$ cat src/drrc_regs.svh
// register offsets, field positions, reset values and interval counts of the refresh block
`ifndef DRRC_REGS_SVH
`define DRRC_REGS_SVH

`define DRRC_RENEW_CONTROL_ADDR 8'h36
`define DRRC_RENEW_ENABLE_BIT 7
`define DRRC_RENEW_WAIT_SELECT_BIT 6
`define DRRC_INTERVAL_SEL_HI_BIT 1
`define DRRC_INTERVAL_SEL_LO_BIT 0
`define DRRC_RENEW_CONTROL_RESET 8'hc3
`define DRRC_RENEW_CONTROL_RESET_VAL 8'hc0
`define DRRC_RENEW_CONTROL_MASK 8'hc3

`define DRRC_INTERVAL_SEL0_STATES 7'h0a
`define DRRC_INTERVAL_SEL1_STATES 7'h14
`define DRRC_INTERVAL_SEL2_STATES 7'h28
`define DRRC_INTERVAL_SEL3_STATES 7'h50

`define DRRC_ROW_RESET 8'h00
`define DRRC_ROW_STEP 8'h01

`endif

$ cat src/drrc_pkg.sv
// types shared by the refresh block
package drrc_pkg;

  typedef enum logic [1:0] {
    DRRC_IDLE,
    DRRC_T1,
    DRRC_T2,
    DRRC_TRW
  } drrc_state_t;

  typedef struct packed {
    logic mc_boundary;
    logic bus_released;
    logic sleep_mode;
    logic wait_active;
  } drrc_bus_status_t;

  typedef struct packed {
    logic [7:0] addr_lo;
    logic addr_lo_en;
    logic renew_strobe_n;
    logic cpu_hold;
  } drrc_renew_bus_t;

endpackage

$ cat src/drrc_interval_timer.sv
// free running refresh interval timer, one tick per elapsed interval
`timescale 1ns/10ps
`default_nettype none
module drrc_interval_timer (
  // clock and reset
  input wire logic clk_sys,
  input wire logic rst_b,
  // interval length in clock states
  input wire logic [6:0] interval_states,
  // one cycle pulse at the end of each interval
  output logic tick
);

  logic [6:0] count;
  logic [6:0] next_count;
  logic last_state;

  assign last_state = (count >= (interval_states - 7'h01));
  assign next_count = last_state ? 7'h00 : (count + 7'h01);

  // restarts at once, never waits for the request to be served
  always_ff @(posedge clk_sys or negedge rst_b) begin
    if (!rst_b) begin
      count <= 7'h00;
    end else begin
      count <= next_count;
    end
  end

  always_ff @(posedge clk_sys or negedge rst_b) begin
    if (!rst_b) begin
      tick <= 1'b0;
    end else begin
      tick <= last_state;
    end
  end

endmodule
`default_nettype wire

$ cat src/drrc_row_counter.sv
// refresh row address counter, advanced once per performed refresh cycle
`timescale 1ns/10ps
`default_nettype none
`include "drrc_regs.svh"
module drrc_row_counter (
  // clock and reset
  input wire logic clk_sys,
  input wire logic rst_b,
  // advance strobe
  input wire logic advance,
  // current row
  output logic [7:0] row
);

  always_ff @(posedge clk_sys or negedge rst_b) begin
    if (!rst_b) begin
      row <= `DRRC_ROW_RESET;
    end else if (advance) begin
      row <= row + `DRRC_ROW_STEP;
    end
  end

endmodule
`default_nettype wire

$ cat src/drrc_top.sv
// dynamic RAM refresh controller: control register, request logic and cycle sequencer
//
// What this block does
// - own 8-bit refresh row address and programmable interval, independent of program.
// - pending refresh is inserted at the next machine cycle boundary.
// - during refresh, row address on address bits 7:0 and strobe driven low.
// - external wait input and internal wait states are ignored during refresh.
// - control bit 7 enables refresh insertion; reset sets it to one.
// - control bit 6 selects two or three clock refresh cycle; reset sets one.
// - control bits 1:0 pick 10, 20, 40 or 80 states; reset clears them.
// - no insertion during reset, bus release, sleep or wait states.
// - bus release drops requests but the interval timer keeps running.
// - request during sleep stays pending, inserted after first cycle past sleep.
// - row address advances by one only for each performed refresh cycle.
`timescale 1ns/10ps
`default_nettype none
`include "drrc_regs.svh"
module drrc_top (
  // clock and reset
  input wire logic clk_sys,
  input wire logic rst_b,
  // internal i/o register port
  input wire logic [7:0] io_addr,
  input wire logic io_wr,
  input wire logic io_rd,
  input wire logic [7:0] io_wdata,
  output logic [7:0] io_rdata,
  output logic io_hit,
  // cpu bus sequencer status
  input wire drrc_pkg::drrc_bus_status_t bus_status,
  // wait sources from the pins and the wait generator
  input wire logic ext_wait_n,
  input wire logic int_wait_req,
  output logic cpu_wait_n,
  output logic int_wait_en,
  // refresh bus cycle
  output drrc_pkg::drrc_renew_bus_t renew_bus,
  output logic renew_pending
);

  logic [7:0] dram_renew_control;
  logic renew_enable;
  logic renew_wait_select;
  logic [1:0] interval_sel;
  logic [6:0] interval_states;
  logic timer_tick;
  logic [7:0] row;
  logic row_advance;
  logic reg_sel;
  logic start_cycle;
  logic in_cycle;
  logic cycle_done;
  drrc_pkg::drrc_state_t state;
  drrc_pkg::drrc_state_t next_state;

  // interval field to number of clock states
  function automatic logic [6:0] drrc_interval_decode(input logic [1:0] sel);
    logic [6:0] states;
    states = `DRRC_INTERVAL_SEL0_STATES;
    case (sel)
      2'b00: states = `DRRC_INTERVAL_SEL0_STATES;
      2'b01: states = `DRRC_INTERVAL_SEL1_STATES;
      2'b10: states = `DRRC_INTERVAL_SEL2_STATES;
      2'b11: states = `DRRC_INTERVAL_SEL3_STATES;
      default: states = `DRRC_INTERVAL_SEL0_STATES;
    endcase
    return states;
  endfunction

  // ---------------- control register ----------------

  assign reg_sel = (io_addr == `DRRC_RENEW_CONTROL_ADDR);
  assign io_hit = reg_sel && (io_wr || io_rd);

  // reset leaves enable and wait select set, interval cleared
  always_ff @(posedge clk_sys or negedge rst_b) begin
    if (!rst_b) begin
      dram_renew_control <= `DRRC_RENEW_CONTROL_RESET_VAL;
    end else if (io_wr && reg_sel) begin
      dram_renew_control <= io_wdata & `DRRC_RENEW_CONTROL_MASK;
    end
  end

  assign renew_enable = dram_renew_control[`DRRC_RENEW_ENABLE_BIT];
  assign renew_wait_select = dram_renew_control[`DRRC_RENEW_WAIT_SELECT_BIT];
  assign interval_sel = {dram_renew_control[`DRRC_INTERVAL_SEL_HI_BIT],
                         dram_renew_control[`DRRC_INTERVAL_SEL_LO_BIT]};

  // read data held in a flop; reserved bits and unmapped reads give zero
  always_ff @(posedge clk_sys or negedge rst_b) begin
    if (!rst_b) begin
      io_rdata <= 8'h00;
    end else if (io_rd) begin
      io_rdata <= reg_sel ? dram_renew_control : 8'h00;
    end
  end

  // ---------------- interval timer ----------------

  assign interval_states = drrc_interval_decode(interval_sel);

  // keeps counting through bus release, sleep and disabled refresh
  drrc_interval_timer u_timer (
    .clk_sys(clk_sys),
    .rst_b(rst_b),
    .interval_states(interval_states),
    .tick(timer_tick)
  );

  // ---------------- request latch ----------------

  // a new tick wins over the clear from a starting cycle
  always_ff @(posedge clk_sys or negedge rst_b) begin
    if (!rst_b) begin
      renew_pending <= 1'b0;
    end else if (!renew_enable) begin
      renew_pending <= 1'b0;
    end else if (bus_status.bus_released) begin
      renew_pending <= 1'b0;
    end else if (timer_tick) begin
      renew_pending <= 1'b1;
    end else if (start_cycle) begin
      renew_pending <= 1'b0;
    end
  end

  // held through sleep; inserted at the first boundary once awake
  assign start_cycle = (state == drrc_pkg::DRRC_IDLE) && renew_pending && renew_enable
                       && bus_status.mc_boundary
                       && !bus_status.bus_released && !bus_status.sleep_mode
                       && !bus_status.wait_active;

  // ---------------- refresh cycle sequencer ----------------

  always_comb begin
    next_state = state;
    case (state)
      drrc_pkg::DRRC_IDLE: begin
        if (start_cycle) begin
          next_state = drrc_pkg::DRRC_T1;
        end
      end
      drrc_pkg::DRRC_T1: begin
        next_state = drrc_pkg::DRRC_T2;
      end
      drrc_pkg::DRRC_T2: begin
        next_state = renew_wait_select ? drrc_pkg::DRRC_TRW : drrc_pkg::DRRC_IDLE;
      end
      drrc_pkg::DRRC_TRW: begin
        next_state = drrc_pkg::DRRC_IDLE;
      end
      default: begin
        next_state = drrc_pkg::DRRC_IDLE;
      end
    endcase
  end

  always_ff @(posedge clk_sys or negedge rst_b) begin
    if (!rst_b) begin
      state <= drrc_pkg::DRRC_IDLE;
    end else begin
      state <= next_state;
    end
  end

  assign in_cycle = (state != drrc_pkg::DRRC_IDLE);
  assign cycle_done = in_cycle && (next_state == drrc_pkg::DRRC_IDLE);

  // ---------------- row address ----------------

  assign row_advance = cycle_done;

  drrc_row_counter u_row (
    .clk_sys(clk_sys),
    .rst_b(rst_b),
    .advance(row_advance),
    .row(row)
  );

  // ---------------- wait gating ----------------

  // wait sources blocked while a refresh cycle runs
  assign cpu_wait_n = in_cycle ? 1'b1 : ext_wait_n;
  assign int_wait_en = int_wait_req && !in_cycle;

  // ---------------- refresh bus outputs ----------------

  // registered so that address and strobe appear with the first refresh state
  always_ff @(posedge clk_sys or negedge rst_b) begin
    if (!rst_b) begin
      renew_bus.addr_lo <= `DRRC_ROW_RESET;
      renew_bus.addr_lo_en <= 1'b0;
      renew_bus.renew_strobe_n <= 1'b1;
      renew_bus.cpu_hold <= 1'b0;
    end else begin
      renew_bus.addr_lo <= row;
      renew_bus.addr_lo_en <= (next_state != drrc_pkg::DRRC_IDLE);
      renew_bus.renew_strobe_n <= (next_state == drrc_pkg::DRRC_IDLE);
      renew_bus.cpu_hold <= (next_state != drrc_pkg::DRRC_IDLE);
    end
  end

endmodule
`default_nettype wire

$ cat config.mk
export PLATFORM = sky130hd
export DESIGN_NAME = drrc_top
export DESIGN_NICKNAME = d
export VERILOG_FILES = /design/src/drrc_pkg.sv /design/src/drrc_interval_timer.sv /design/src/drrc_row_counter.sv /design/src/drrc_top.sv
export VERILOG_INCLUDE_DIRS = /design/src /design/src/src
export SDC_FILE = /design/constraint.sdc
export NUM_CORES = 1
export LEC_CHECK = 0
export BUFFER_PORTS_ARGS = -buffer_cell sky130_fd_sc_hd__buf_4
export CAP_MARGIN = 20
export CORE_MARGIN = 8
export CORE_UTILIZATION = 51
export DETAILED_ROUTE_END_ITERATION = 8
export MAX_ROUTING_LAYER = met4
export PLACE_DENSITY = 0.77
export SYNTH_ARGS = -nofsm -noshare
export SYNTH_HDL_FRONTEND = slang
export SYNTH_SLANG_ARGS = --single-unit
$ cat constraint.sdc
create_clock -name clk_sys -period 2.2 [get_ports clk_sys]
set_input_delay 0 -clock clk_sys [delete_from_list [all_inputs] [get_ports clk_sys]]
set_output_delay 0 -clock clk_sys [all_outputs]
set_load 0.005 [all_outputs]
After elaboration in Yosys (flattened, before gate mapping). Cells that the tools add are included.

Muxes and demuxes: 11. $lt $le $gt $ge: 1. Equal/unequal tests: 8. Reductions and logical operators: 20. $add $sub $neg: 3.

Operators with widths (number): $pmux 7 s4 (1); $logic_and 1x1->1 (10); $add 8x1->8 const B (1); $eq 2x2->1 const B (4); $eq 8x6->1 const B (1); $mux 8 (1); $pmux 2 s4 (1); $add 7x1->7 const B (1); $ge 7x7->1 (1); $mux 7 (1); $sub 7x1->7 const B (1); $logic_not 2->1 (3); $mux 1 (5); $eq 2x1->1 const B (2); $logic_not 1->1 (4); $mux 2 (2); $ne 4x2->1 const B (1); $reduce_bool 2->1 (2); $logic_or 1x1->1 (1).

Register bits after elaboration: 41.

Logic depth before layout (Yosys ltp). Gate-level depths: netlist (run 1).

Depth in word-level cells: 11. Depth in mapped cells: 7. Mapped depth without buffers: 7.

By module. Synthesis (run 1) repeated with hierarchy kept, for this count alone.

Cells, all modules: 162. Area total of the unflattened synthesis: 1790.5 µm².

Modules (own cells, without submodules): drrc_top (sequential area each 529.3 µm², area each 859.6 µm², instances 1, cells each 73); drrc_interval_timer (sequential area each 200.2 µm², area each 593.1 µm², instances 1, cells each 63); drrc_row_counter (sequential area each 200.2 µm², area each 337.8 µm², instances 1, cells each 26).

Least setup slack after synthesis (run 1). No wires, ideal clock.

Kind: reg-to-reg. From: register dram_renew_control[0]. To: register u_timer.tick. Arrival: 1.805 ns. Path slack: 0.268 ns. Stages on the path, launching flop included: 8. Path through: dfrtp_1 inv_1 ha_1 or2_2 ha_1 a21oi_1 a21oi_1 or2_2.

Cells in the longest elaborated chain, start to end: 4. Elaborated cells on any way between the ends: 7. Those cells by class: add/sub (1); order compare (1); eq/ne (3); mux (1); reduce/logical (1).

Ends and longest elaborated chain: start: declaration (RTL line drrc_top.sv:41) `logic [7:0] dram_renew_control;`; start signal: assignment (RTL line drrc_top.sv:78) `` dram_renew_control <= `DRRC_RENEW_CONTROL_RESET_VAL; ``; start signal: assignment (RTL line drrc_top.sv:80) `` dram_renew_control <= io_wdata & `DRRC_RENEW_CONTROL_MASK; ``; $eq 2x2->1 (tied with other cells) (RTL line drrc_top.sv:60) `case (sel)`; $pmux 7 s4 * (RTL line drrc_top.sv:60); $sub 7x1->7 * (RTL line drrc_interval_timer.sv:18) `assign last_state = (count >= (interval_states - 7'h01));`; $ge 7x7->1 * (RTL line drrc_interval_timer.sv:18); named net u_timer.last_state (RTL line drrc_interval_timer.sv:16) `logic last_state;`; end signal: assignment (RTL line drrc_interval_timer.sv:34) `tick <= last_state;`; end: declaration (RTL line drrc_interval_timer.sv:11) `output logic tick`.

The timed path passes the listed nets; every way through them passes the cells marked *. The select of a mux whose other input is x is not followed. A chain may end at the register's enable or synchronous reset.

Final worst setup path (run 1). Same ends and word-level chain as after synthesis.

==> results of run 1 <==
cell usage after synthesis, types with 2 or more instances:
| cell type | number | area [um2] |
|---|---|---|
| dfrtp_1 | 34 | 851 |
| ha_1 | 13 | 163 |
| inv_1 | 11 | 41.3 |
| nand2_1 | 8 | 30.0 |
| xnor2_1 | 8 | 70.1 |
| nand3_1 | 7 | 35.0 |
| buf_4 | 5 | 37.5 |
| mux2_2 | 5 | 56.3 |
| a21oi_1 | 4 | 20.0 |
| and2_1 | 4 | 25.0 |
| nor2_1 | 4 | 15.0 |
| nor3_1 | 4 | 20.0 |
| o22ai_1 | 4 | 25.0 |
| and3_1 | 3 | 18.8 |
| dfstp_2 | 3 | 78.8 |
| nand4_1 | 3 | 18.8 |
| or3_1 | 3 | 18.8 |
| nand4b_1 | 2 | 17.5 |
| nor3b_1 | 2 | 15.0 |
| o21ai_0 | 2 | 10.0 |
| or2_2 | 2 | 12.5 |
| xor2_1 | 2 | 17.5 |
final cells by class:
| type | instances | area, um2 |
|---|---|---|
| fillers | 254 | 1060 |
| flip-flops and latches | 37 | 930 |
| inverters | 11 | 41.3 |
| repair buffers | 49 | 390 |
| clock inverters | 3 | 68.8 |
| clock buffers | 5 | 37.5 |
| well taps | 46 | 57.6 |
| multi-input cells | 100 | 749 |
power groups by stage:
stage	clock network, mW	registers [mW]	logic [mW]
6_report	0.596	0.803	0.315
5_1_grt	0.632	0.813	0.365
4_1_cts	0.609	0.801	0.307
3_5_place_dp	0	0.813	0.294
3_3_place_gp	0	0.810	0.271
2_1_floorplan	0	0.798	0.212
routing by layer:
layer | global-route usage [%] | share of wire (%) | vias up
met1 | 14.4 | 37 | 609
met2 | 26.0 | 56 | 27
met4 | 5.87 | 1.7 | 0
li1 | - | - | 626
met5 | - | 0 | -
met3 | 2.93 | 5.6 | 7
worst max-delay path, delay by kind of cell (launching register included):
family	cells	cell delay, ns
simple gates	2	0.58
flops	1	0.45
buf+inv	1	0.08
fa+ha+maj	2	0.50
compound gates	2	0.32
worst max path at each step:
| stage | from | endpoint | slack [ns] |
|---|---|---|---|
| after floorplan | dram_renew_control[0] | u_timer.tick | 0.27 |
| after global placement | dram_renew_control[0] | u_timer.tick | 0.12 |
| after detailed placement | dram_renew_control[0] | u_timer.tick | 0.04 |
| after CTS | dram_renew_control[0] | u_timer.tick | 0.02 |
| after global routing | dram_renew_control[0] | u_timer.tick | 0.01 |
| final | dram_renew_control[0] | u_timer.tick | 0.14 |
stage by stage:
step | setup slack (ns) | cells
2_1_floorplan | 0.268 | 156
6_report | 0.136 | 251
4_1_cts | 0.0185 | 251
5_1_grt | 0.0112 | 251
3_5_place_dp | 0.0411 | 234
3_3_place_gp | 0.120 | 234
cell usage in the layout (no fill, tap or decap), drive strengths merged, types with 5 or more instances in the layout:
cell,count
clkbuf,5
dfrtp,34
inv,12
buf,40
dlygate4sd3,9
xnor2,8
mux2,5
ha,13
nand2,9
nand3,8
registers in the layout, indices dropped and copies added, names as in the netlist:
signal,flops
io_rdata,4
dram_renew_control,4
u_timer.tick,1
u_row.row,8
renew_pending,1
u_timer.count,7
state,2
renew_bus,10
kinds of logic after synthesis:
kind of cell	after synthesis	share of synthesized area (%)
compound gates	18	6.81
xor+xnor	10	4.97
fa+ha+maj	13	9.23
buf+inv	19	5.61
flops	37	52.7
mux	6	3.76
other cells	1	0.213
simple gates	49	16.7
repair_timing:
item                                   CTS  global route
resized for setup                        0             1
endpoints found under the hold margin   47             0
setup endpoints to repair                0             8
hold buffers                             9             0
==> summary.md, run 1 <==
| Metric | Value |
|---|---|
| Hold Path Sink | dram_renew_control[1] |
| Power Internal | 1.25 mW |
| Clock Path Buffers | 2 |
| Period minus WS final | 2.06 ns |
| Fraction of layout cells with a size suffix above 1 | 31.2% |
| Switching power | 467 uW |
| Util after Layout | 68.2% |
| Library cells used by synthesis | 42 |
| Largest net degree at the start of global routing | 38 |
| Seq/Total Area, Yosys | 52.7% |
| Hold_sp | io_wr |
| Max Cap Viol | 0 |
| Initial Utilization | 52.8% |
| Ys Warns | 0 |
| CTS Root Cell | clkbuf_4 |
| Latest clock arrival within the worst-skew pair | 0.35 ns |
| Setup Crit Path Kind | reg -> reg |
| Aggregate global routing overflow | 0 |
| First-pass GRT wire length | 5930 um |
| R2R setup slack | 0.14 ns |
| Chip height | 74.8 um |
| Worst path max stage delay | 0.45 ns |
| Sum Neg Setup Slack | 0 ns |
| Critical R2R Capture | u_timer.tick |
| IO buf count | 40 |
| R2R cell count | 7 |
| DR vias/cell | 5.06 |
| Via count | 1269 |
| Initial drt markers | 60 |
| Wire length per cell | 13.9 um |
| Synth-to-layout area growth | 29.0% |
| Nets@finish | 243 |
| R2r startpoint | dram_renew_control[0] |
| Worst-path cell chain | inv_1 -> ha_1 -> or2_2 -> ha_1 -> a21oi_1 -> a21oi_2 -> or2_2 |
| CP max-delay cell | dfrtp_1 |
| Sequential share of power | 46.8% |
| DP HPWL | 2590 um |
| Clk_skew | 0.00521 ns |
| Synthesized instance count | 153 |
| # clock sinks | 37 |
| Post-synth EDFFs | 0 |
| Antenna violations before repair | 0 |
| Seq cells post-synth | 37 |
| Drt drc | 0 |
| Finished Cell Area | 2270 um2 |
| Period Utilization, post-route | 93.8% |
| Placed Area | 2070 um2 |
| Min-Delay Path Class | in -> reg |
| Most used DFF post-synth | dfrtp_1 |
| Slew Limit Fails | 0 |
| Async SR Flop Fraction | 100% |
| WHS | 0.0801 ns |
| Cell Area, Synth | 1760 um2 |
| Worst-path clk slew | 0.12 ns |
| Core box area | 3340 um2 |
| Ant diodes | 0 |
| Critical Path AT | 2.30 ns |
| Row count | 21 |
| Die X | 74.8 um |
| Total Wirelength | 3490 um |
| GP Congestion | 0.799 |
| Pre-Repair DR Iteration Count | 5 |
| Worst Tran Pin Value | 0.588 ns |
| Max IR drop VDD | 0.000591 V |
| P_leak | 1.09 nW |
| CP endpoint kind | flop |
| H-tree Lvls | 2 |
| Post-CTS Setup Bufs | 0 |
| Antenna Nets Post-Route | 0 |
| Max Clock Freq | 485 MHz |
| Clock power share | 34.8% |
| Mean area per synthesized cell | 11.5 um2 |
| Status | complete, no violations |
| CTS tree | done |
| Endpoints failing hold | 0 |
| Hold Path Stages | 3 |
| Pwr dens | 753 nW/um2 |
| I/O Pins | 49 |
| CTS buffer count | 5 |
| Worst relative slew slack | 60.5% |
| Max FO, Critical Path | 8 |
| Die area | 5590 um2 |
| Critical Path Start Type | flop |
| Pwr Total | 1.71 mW |
| Final setup fails | 0 |
| Combinational power share | 18.4% |
| Sw Ratio | 27.2% |
| RSZ-0062 raised after global routing | false |
| CP required | 2.44 ns |
| GRT Resource Usage Total | 14.2% |
| Number of global-route vias before repair | 1353 |
Note: power is estimated with default switching activity, not from simulation.
==> run 2, diff against run 1 <==
ABC_CLOCK_PERIOD_IN_PS = 2200   (was unset)
RECOVER_POWER = 50   (was unset)
==> run 2 against run 1 <==
Net effect:
- utilization decreased by 0.075 points
- largest cell class unchanged
- routed wire length about the same
- non-clock buffer count unchanged
==> summary.md, run 2 (synthesis results as in run 1) <==
| Metric | Value |
|---|---|
| IO buf count | 40 (unchanged) |
| Initial Utilization | 52.8% (unchanged) |
| Min-Delay Path Class | in -> reg |
| CTS buffer count | 5 (unchanged) |
| CTS tree | done |
| Final setup fails | 0 (unchanged) |
| Worst-path clk slew | 0.12 ns (about the same) |
| Max IR drop VDD | 0.000591 V (about the same) |
| Number of global-route vias before repair | 1353 (unchanged) |
| CTS Root Cell | clkbuf_4 |
| Worst relative slew slack | 42.3% (-18 points) |
| Status | complete, no violations |
| GP Congestion | 0.799 (unchanged) |
| GRT Resource Usage Total | 14.2% (unchanged) |
| Post-CTS Setup Bufs | 0 (unchanged) |
| Chip height | 74.8 um (unchanged) |
| Most common cell after layout, fill and taps aside | buf_4 |
| Endpoints failing hold | 0 (unchanged) |
| P_leak | 1.09 nW (about the same) |
| Period Utilization, post-route | 93.8% (about the same) |
| Slew Limit Fails | 0 (unchanged) |
| Via count | 1267 (-0.16%) |
| Max Clock Freq | 485 MHz (about the same) |
| Latest clock arrival within the worst-skew pair | 0.35 ns (about the same) |
| Setup Crit Path Kind | reg -> reg |
| CP required | 2.44 ns (about the same) |
| R2R setup slack | 0.14 ns (about the same) |
| Sum Neg Setup Slack | 0 ns (unchanged) |
| Nets@finish | 243 (unchanged) |
| Pre-Repair DR Iteration Count | 4 (-1) |
| R2R cell count | 7 (unchanged) |
| Clock Path Buffers | 2 (unchanged) |
| Critical Path Start Type | flop |
| Period minus WS final | 2.06 ns (+0.0000710 ns) |
| Largest register FFs | 10 (unchanged) |
| RSZ-0062 raised after global routing | false |
| # clock sinks | 37 (unchanged) |
| Post-placement cell count | 234 (unchanged) |
| Biggest regs | renew_bus (10), u_row.row (8), u_timer.count (7) |
| H-tree Lvls | 2 (unchanged) |
| Synth-to-layout area growth | 28.9% |
| Most frequent cells in the layout | buf_4, dfrtp_1, ha_1 |
| Worst Tran Pin Value | 0.865 ns (+0.277 ns) |
| Clk_skew | 0.00523 ns (+0.0000198 ns) |
| Largest net degree at the start of global routing | 38 (unchanged) |
| Aggregate global routing overflow | 0 (unchanged) |
| Ant diodes | 0 (unchanged) |
| Hold_sp | io_wr |
| Row count | 21 (unchanged) |
| R2r startpoint | dram_renew_control[0] |
| Max FO, Critical Path | 8 (unchanged) |
| CP endpoint kind | flop |
| Die area | 5590 um2 (unchanged) |
| WHS | 0.0796 ns (-0.000520 ns) |
| I/O Pins | 49 (unchanged) |
| Drt drc | 0 (unchanged) |
| Max Cap Viol | 0 (unchanged) |
| Hold Path Sink | dram_renew_control[1] |
| Antenna Nets Post-Route | 0 (unchanged) |
| Critical R2R Capture | u_timer.tick |
| Core box area | 3340 um2 (unchanged) |
| Initial drt markers | 60 (unchanged) |
| Pwr dens | 754 nW/um2 (about the same) |
| Critical Path AT | 2.31 ns (about the same) |
| First-pass GRT wire length | 5930 um (unchanged) |
| DP HPWL | 2590 um (unchanged) |
| Fraction of layout cells with a size suffix above 1 | 31.2% (unchanged) |
| Wire length per cell | 13.9 um (about the same) |
| Top reg by flops | renew_bus |
| Total Wirelength | 3490 um (about the same) |
| Post-route insts no fill | 251 (unchanged) |
| Die X | 74.8 um (unchanged) |
| Hold Path Stages | 3 (unchanged) |
| DR vias/cell | 5.05 (-0.16%) |
| Antenna violations before repair | 0 (unchanged) |
run 2: cell types whose count changed in the layout (fill, tap and decap cells not counted), sizes merged:
| cell | before | now |
|---|---|---|
| clkbuf | 5 | 6 |
| buf | 40 | 39 |
run 2: worst max-delay path by stage:
stage                     startpoint      endpoint
4_1_cts        dram_renew_control[0]  u_timer.tick
3_5_place_dp   dram_renew_control[0]  u_timer.tick
3_3_place_gp   dram_renew_control[0]  u_timer.tick
5_1_grt        dram_renew_control[0]  u_timer.tick
6_report       dram_renew_control[0]  u_timer.tick
2_1_floorplan  dram_renew_control[0]  u_timer.tick
run 2: what timing repair did:
item,CTS,global route
endpoints found under the hold margin,47,0
hold buffers,9,0
resized for setup,0,1
endpoints found under the setup margin,0,8
run 2: per-stage QoR:
step | util [%] | area (um2) | total power [mW] | setup WS (ns)
finish | 68.1 | 2270 | 1.71 | 0.136
global route | 68.1 | 2270 | 1.81 | 0.0112
CTS | 68.1 | 2270 | 1.72 | 0.0185
detailed placement | 62.2 | 2070 | 1.11 | 0.0411
global placement | 62.2 | 2070 | 1.08 | 0.120
floorplan | - | 1770 | 1.01 | 0.268
run 2: per-layer routing:
metal  share of wire, %  global-route usage, %
met5                  0                      -
met4                1.7                   5.87
met3                5.7                   2.93
met2                 56                   26.0
met1                 37                   14.4
run 2: report_power, final:
group	switching [mW]	internal [mW]	leakage [nW]
registers	0.0658	0.737	0.488
logic	0.162	0.152	0.541
clock network	0.239	0.357	0.0558
run 2: area by class of cell:
cell class                 instances  area, um2
clock buffer                       5       37.5
clock inverter                     3       68.8
fill                             255       1060
inverter                          11       41.3
multi-input combinational        100        749
sequential                        37        930
tap                               46       57.6
timing repair buffer              49        388
run 2: critical path: stages, from the launching register on:
cell and delay (ns):
dfrtp_1 0.45, inv_1 0.08, ha_1 0.21, or2_2 0.29, ha_1 0.29, a21oi_1 0.18
a21oi_2 0.14, or2_2 0.29
==> run 3, diff against run 2 <==
CORE_MARGIN = 5   (was 8)
==> run 3 against run 2 <==
Net effect:
- fmax down 0.64%
- clock power down 43%
- first-iteration DRC count up 10%
- sequential share of layout area up 0.95 points
- design area down 2.3%
- largest cell class unchanged
- power down 15%
- largest power group unchanged
- global-route usage up 2.3 points
- utilization down 1.5 points
- final cell count unchanged
- sequential power about the same
- combinational power about the same
- die area down 15%
==> summary.md, run 3 (synthesis results as in run 1) <==
| Metric | Value |
|---|---|
| Status | complete, no violations |
| Critical Path Start Type | flop |
| Setup slack at placement | -0.0379 ns (-0.0790 ns) |
| Nets@finish | 243 (unchanged) |
| CP endpoint kind | flop |
| # clock sinks | 37 (unchanged) |
| Sum Neg Setup Slack | 0 ns (unchanged) |
| Die area | 4730 um2 (-15%) |
| I/O Pins | 49 (unchanged) |
| Hold Path Stages | 3 (unchanged) |
| Die X | 68.8 um (-8.0%) |
| Min-Delay Path Class | in -> reg |
| Ant diodes | 0 (unchanged) |
| Max Cap Viol | 0 (unchanged) |
| CTS tree | done |
| Max FO, Critical Path | 8 (unchanged) |
| Total Wirelength | 3450 um (-1.2%) |
| Final WS setup | 0.123 ns (-0.0132 ns) |
| Util after Layout | 66.6% (-1.5 points) |
| H-tree Lvls | 2 (unchanged) |
| Pwr Total | 1.46 mW (-15%) |
| Drt drc | 0 (unchanged) |
| Pwr dens | 658 nW/um2 (-13%) |
| Clk_skew | 0.00804 ns (+0.00281 ns) |
| Period minus WS final | 2.08 ns (+0.0132 ns) |
| Antenna violations before repair | 0 (unchanged) |
| Initial Utilization | 52.8% (unchanged) |
| Max IR drop VDD | 0.000541 V (-8.5%) |
| Antenna Nets Post-Route | 0 (unchanged) |
| Initial drt markers | 66 (+10%) |
| Chip height | 68.8 um (-8.0%) |
| Fraction of layout cells with a size suffix above 1 | 31.2% (unchanged) |
| Top reg by flops | renew_bus |
| Worst relative slew slack | 41.9% (-0.42 points) |
| Latest clock arrival within the worst-skew pair | 0.35 ns (about the same) |
| Biggest regs | renew_bus (10), u_row.row (8), u_timer.count (7) |
| GRT Resource Usage Total | 16.6% (+2.3 points) |
| Largest register FFs | 10 (unchanged) |
| Via count | 1305 (+3.0%) |
| Clock Path Buffers | 2 (unchanged) |
| Most frequent cells in the layout | buf_4, dfrtp_1, ha_1 |
| P_leak | 1.06 nW (-2.3%) |
| Worst Tran Pin Value | 0.871 ns (+0.00633 ns) |
| DP HPWL | 2480 um (-4.3%) |
| CP required | 2.44 ns (about the same) |
| Most common cell after layout, fill and taps aside | buf_4 |
| DR vias/cell | 5.20 (+3.0%) |
| Aggregate global routing overflow | 0 (unchanged) |
| Number of global-route vias before repair | 1243 (-8.1%) |
| Setup Crit Path Kind | reg -> reg |
| Post-route insts no fill | 251 (unchanged) |
| GP Congestion | 0.820 (+2.6%) |
| Core box area | 3340 um2 (unchanged) |
| R2R cell count | 7 (unchanged) |
| Pre-Repair DR Iteration Count | 4 (unchanged) |
| Final setup fails | 0 (unchanged) |
| First-pass GRT wire length | 5500 um (-7.2%) |
| Worst-path clk slew | 0.11 ns (about the same) |
| CTS buffer count | 5 (unchanged) |
| Wire length per cell | 13.7 um (-1.2%) |
| RSZ-0062 raised after global routing | false |
| Post-placement cell count | 234 (unchanged) |
| Endpoints failing hold | 0 (unchanged) |
| Period Utilization, post-route | 94.4% (+0.60 points) |
| Critical Path AT | 2.32 ns (about the same) |
| Max Clock Freq | 481 MHz (-0.64%) |
| Synth-to-layout area growth | 26.0% |
| Row count | 21 (unchanged) |
| IO buf count | 40 (unchanged) |
| Slew Limit Fails | 0 (unchanged) |
| CTS Root Cell | clkbuf_4 |
| Fill cells | 261 (+2.4%) |
| Largest net degree at the start of global routing | 38 (unchanged) |
-- run 3: final timing paths --
| path | slack, ns | to | start |
|---|---|---|---|
| hold / removal | 0.07 | dram_renew_control[1] | io_wr |
| max in group asynchronous | 1.36 | io_rdata[0] | rst_b |
| setup reg to reg | 0.12 | u_timer.tick | dram_renew_control[0] |
| hold reg to reg | 0.41 | renew_bus[10] | u_row.row[7] |
| min in group asynchronous | 0.30 | renew_bus[8] | rst_b |
| setup / recovery | 0.12 | u_timer.tick | dram_renew_control[0] |
-- run 3: per-stage QoR --
stage / hold WS (ns) / area, um2
3_3_place_gp: -0.0292 / 2070
4_1_cts: 0.0637 / 2220
2_1_floorplan: -0.296 / 1770
5_1_grt: 0.0695 / 2220
3_5_place_dp: -0.0188 / 2070
6_report: 0.0716 / 2220
-- run 3: power by group --
part	internal (mW)	switching [mW]	leakage, nW
clock	0.120	0.222	0.0310
combinational	0.152	0.162	0.541
sequential	0.737	0.0670	0.488
-- run 3: metal layers --
metal  up-vias  GRT usage (%)  part of all wire, %
met5         -              -                    0
met1       632           17.7                   36
met2        38           27.5                   55
li1        626              -                    -
met4         0           7.54                  2.0
met3         9           6.00                  6.7
-- run 3: cell type report --
type / instances / area [um2] / area share (%)
Clock buffer: 5 / 37.5 / 1.69
Clock inverter: 3 / 17.5 / 0.789
Inverter: 11 / 41.3 / 1.86
Multi-Input combinational cell: 100 / 749 / 33.7
Sequential cell: 37 / 930 / 41.9
Tap cell: 46 / 57.6 / 2.59
Timing Repair Buffer: 49 / 388 / 17.5
-- run 3: worst max-delay path, stage by stage (launching register included) --
cell and delay [ns]:
dfrtp_1 0.45, inv_1 0.10, ha_1 0.23, or2_2 0.30, ha_1 0.30, a21oi_1 0.17, a21oi_2 0.14, or2_2 0.29
-- run 3: timing repair --
action	CTS	global route
setup buffers	0	0
gates resized for setup	1	0
endpoints found under the hold margin	47	0
hold buffers	9	0
setup endpoints to repair	7	0
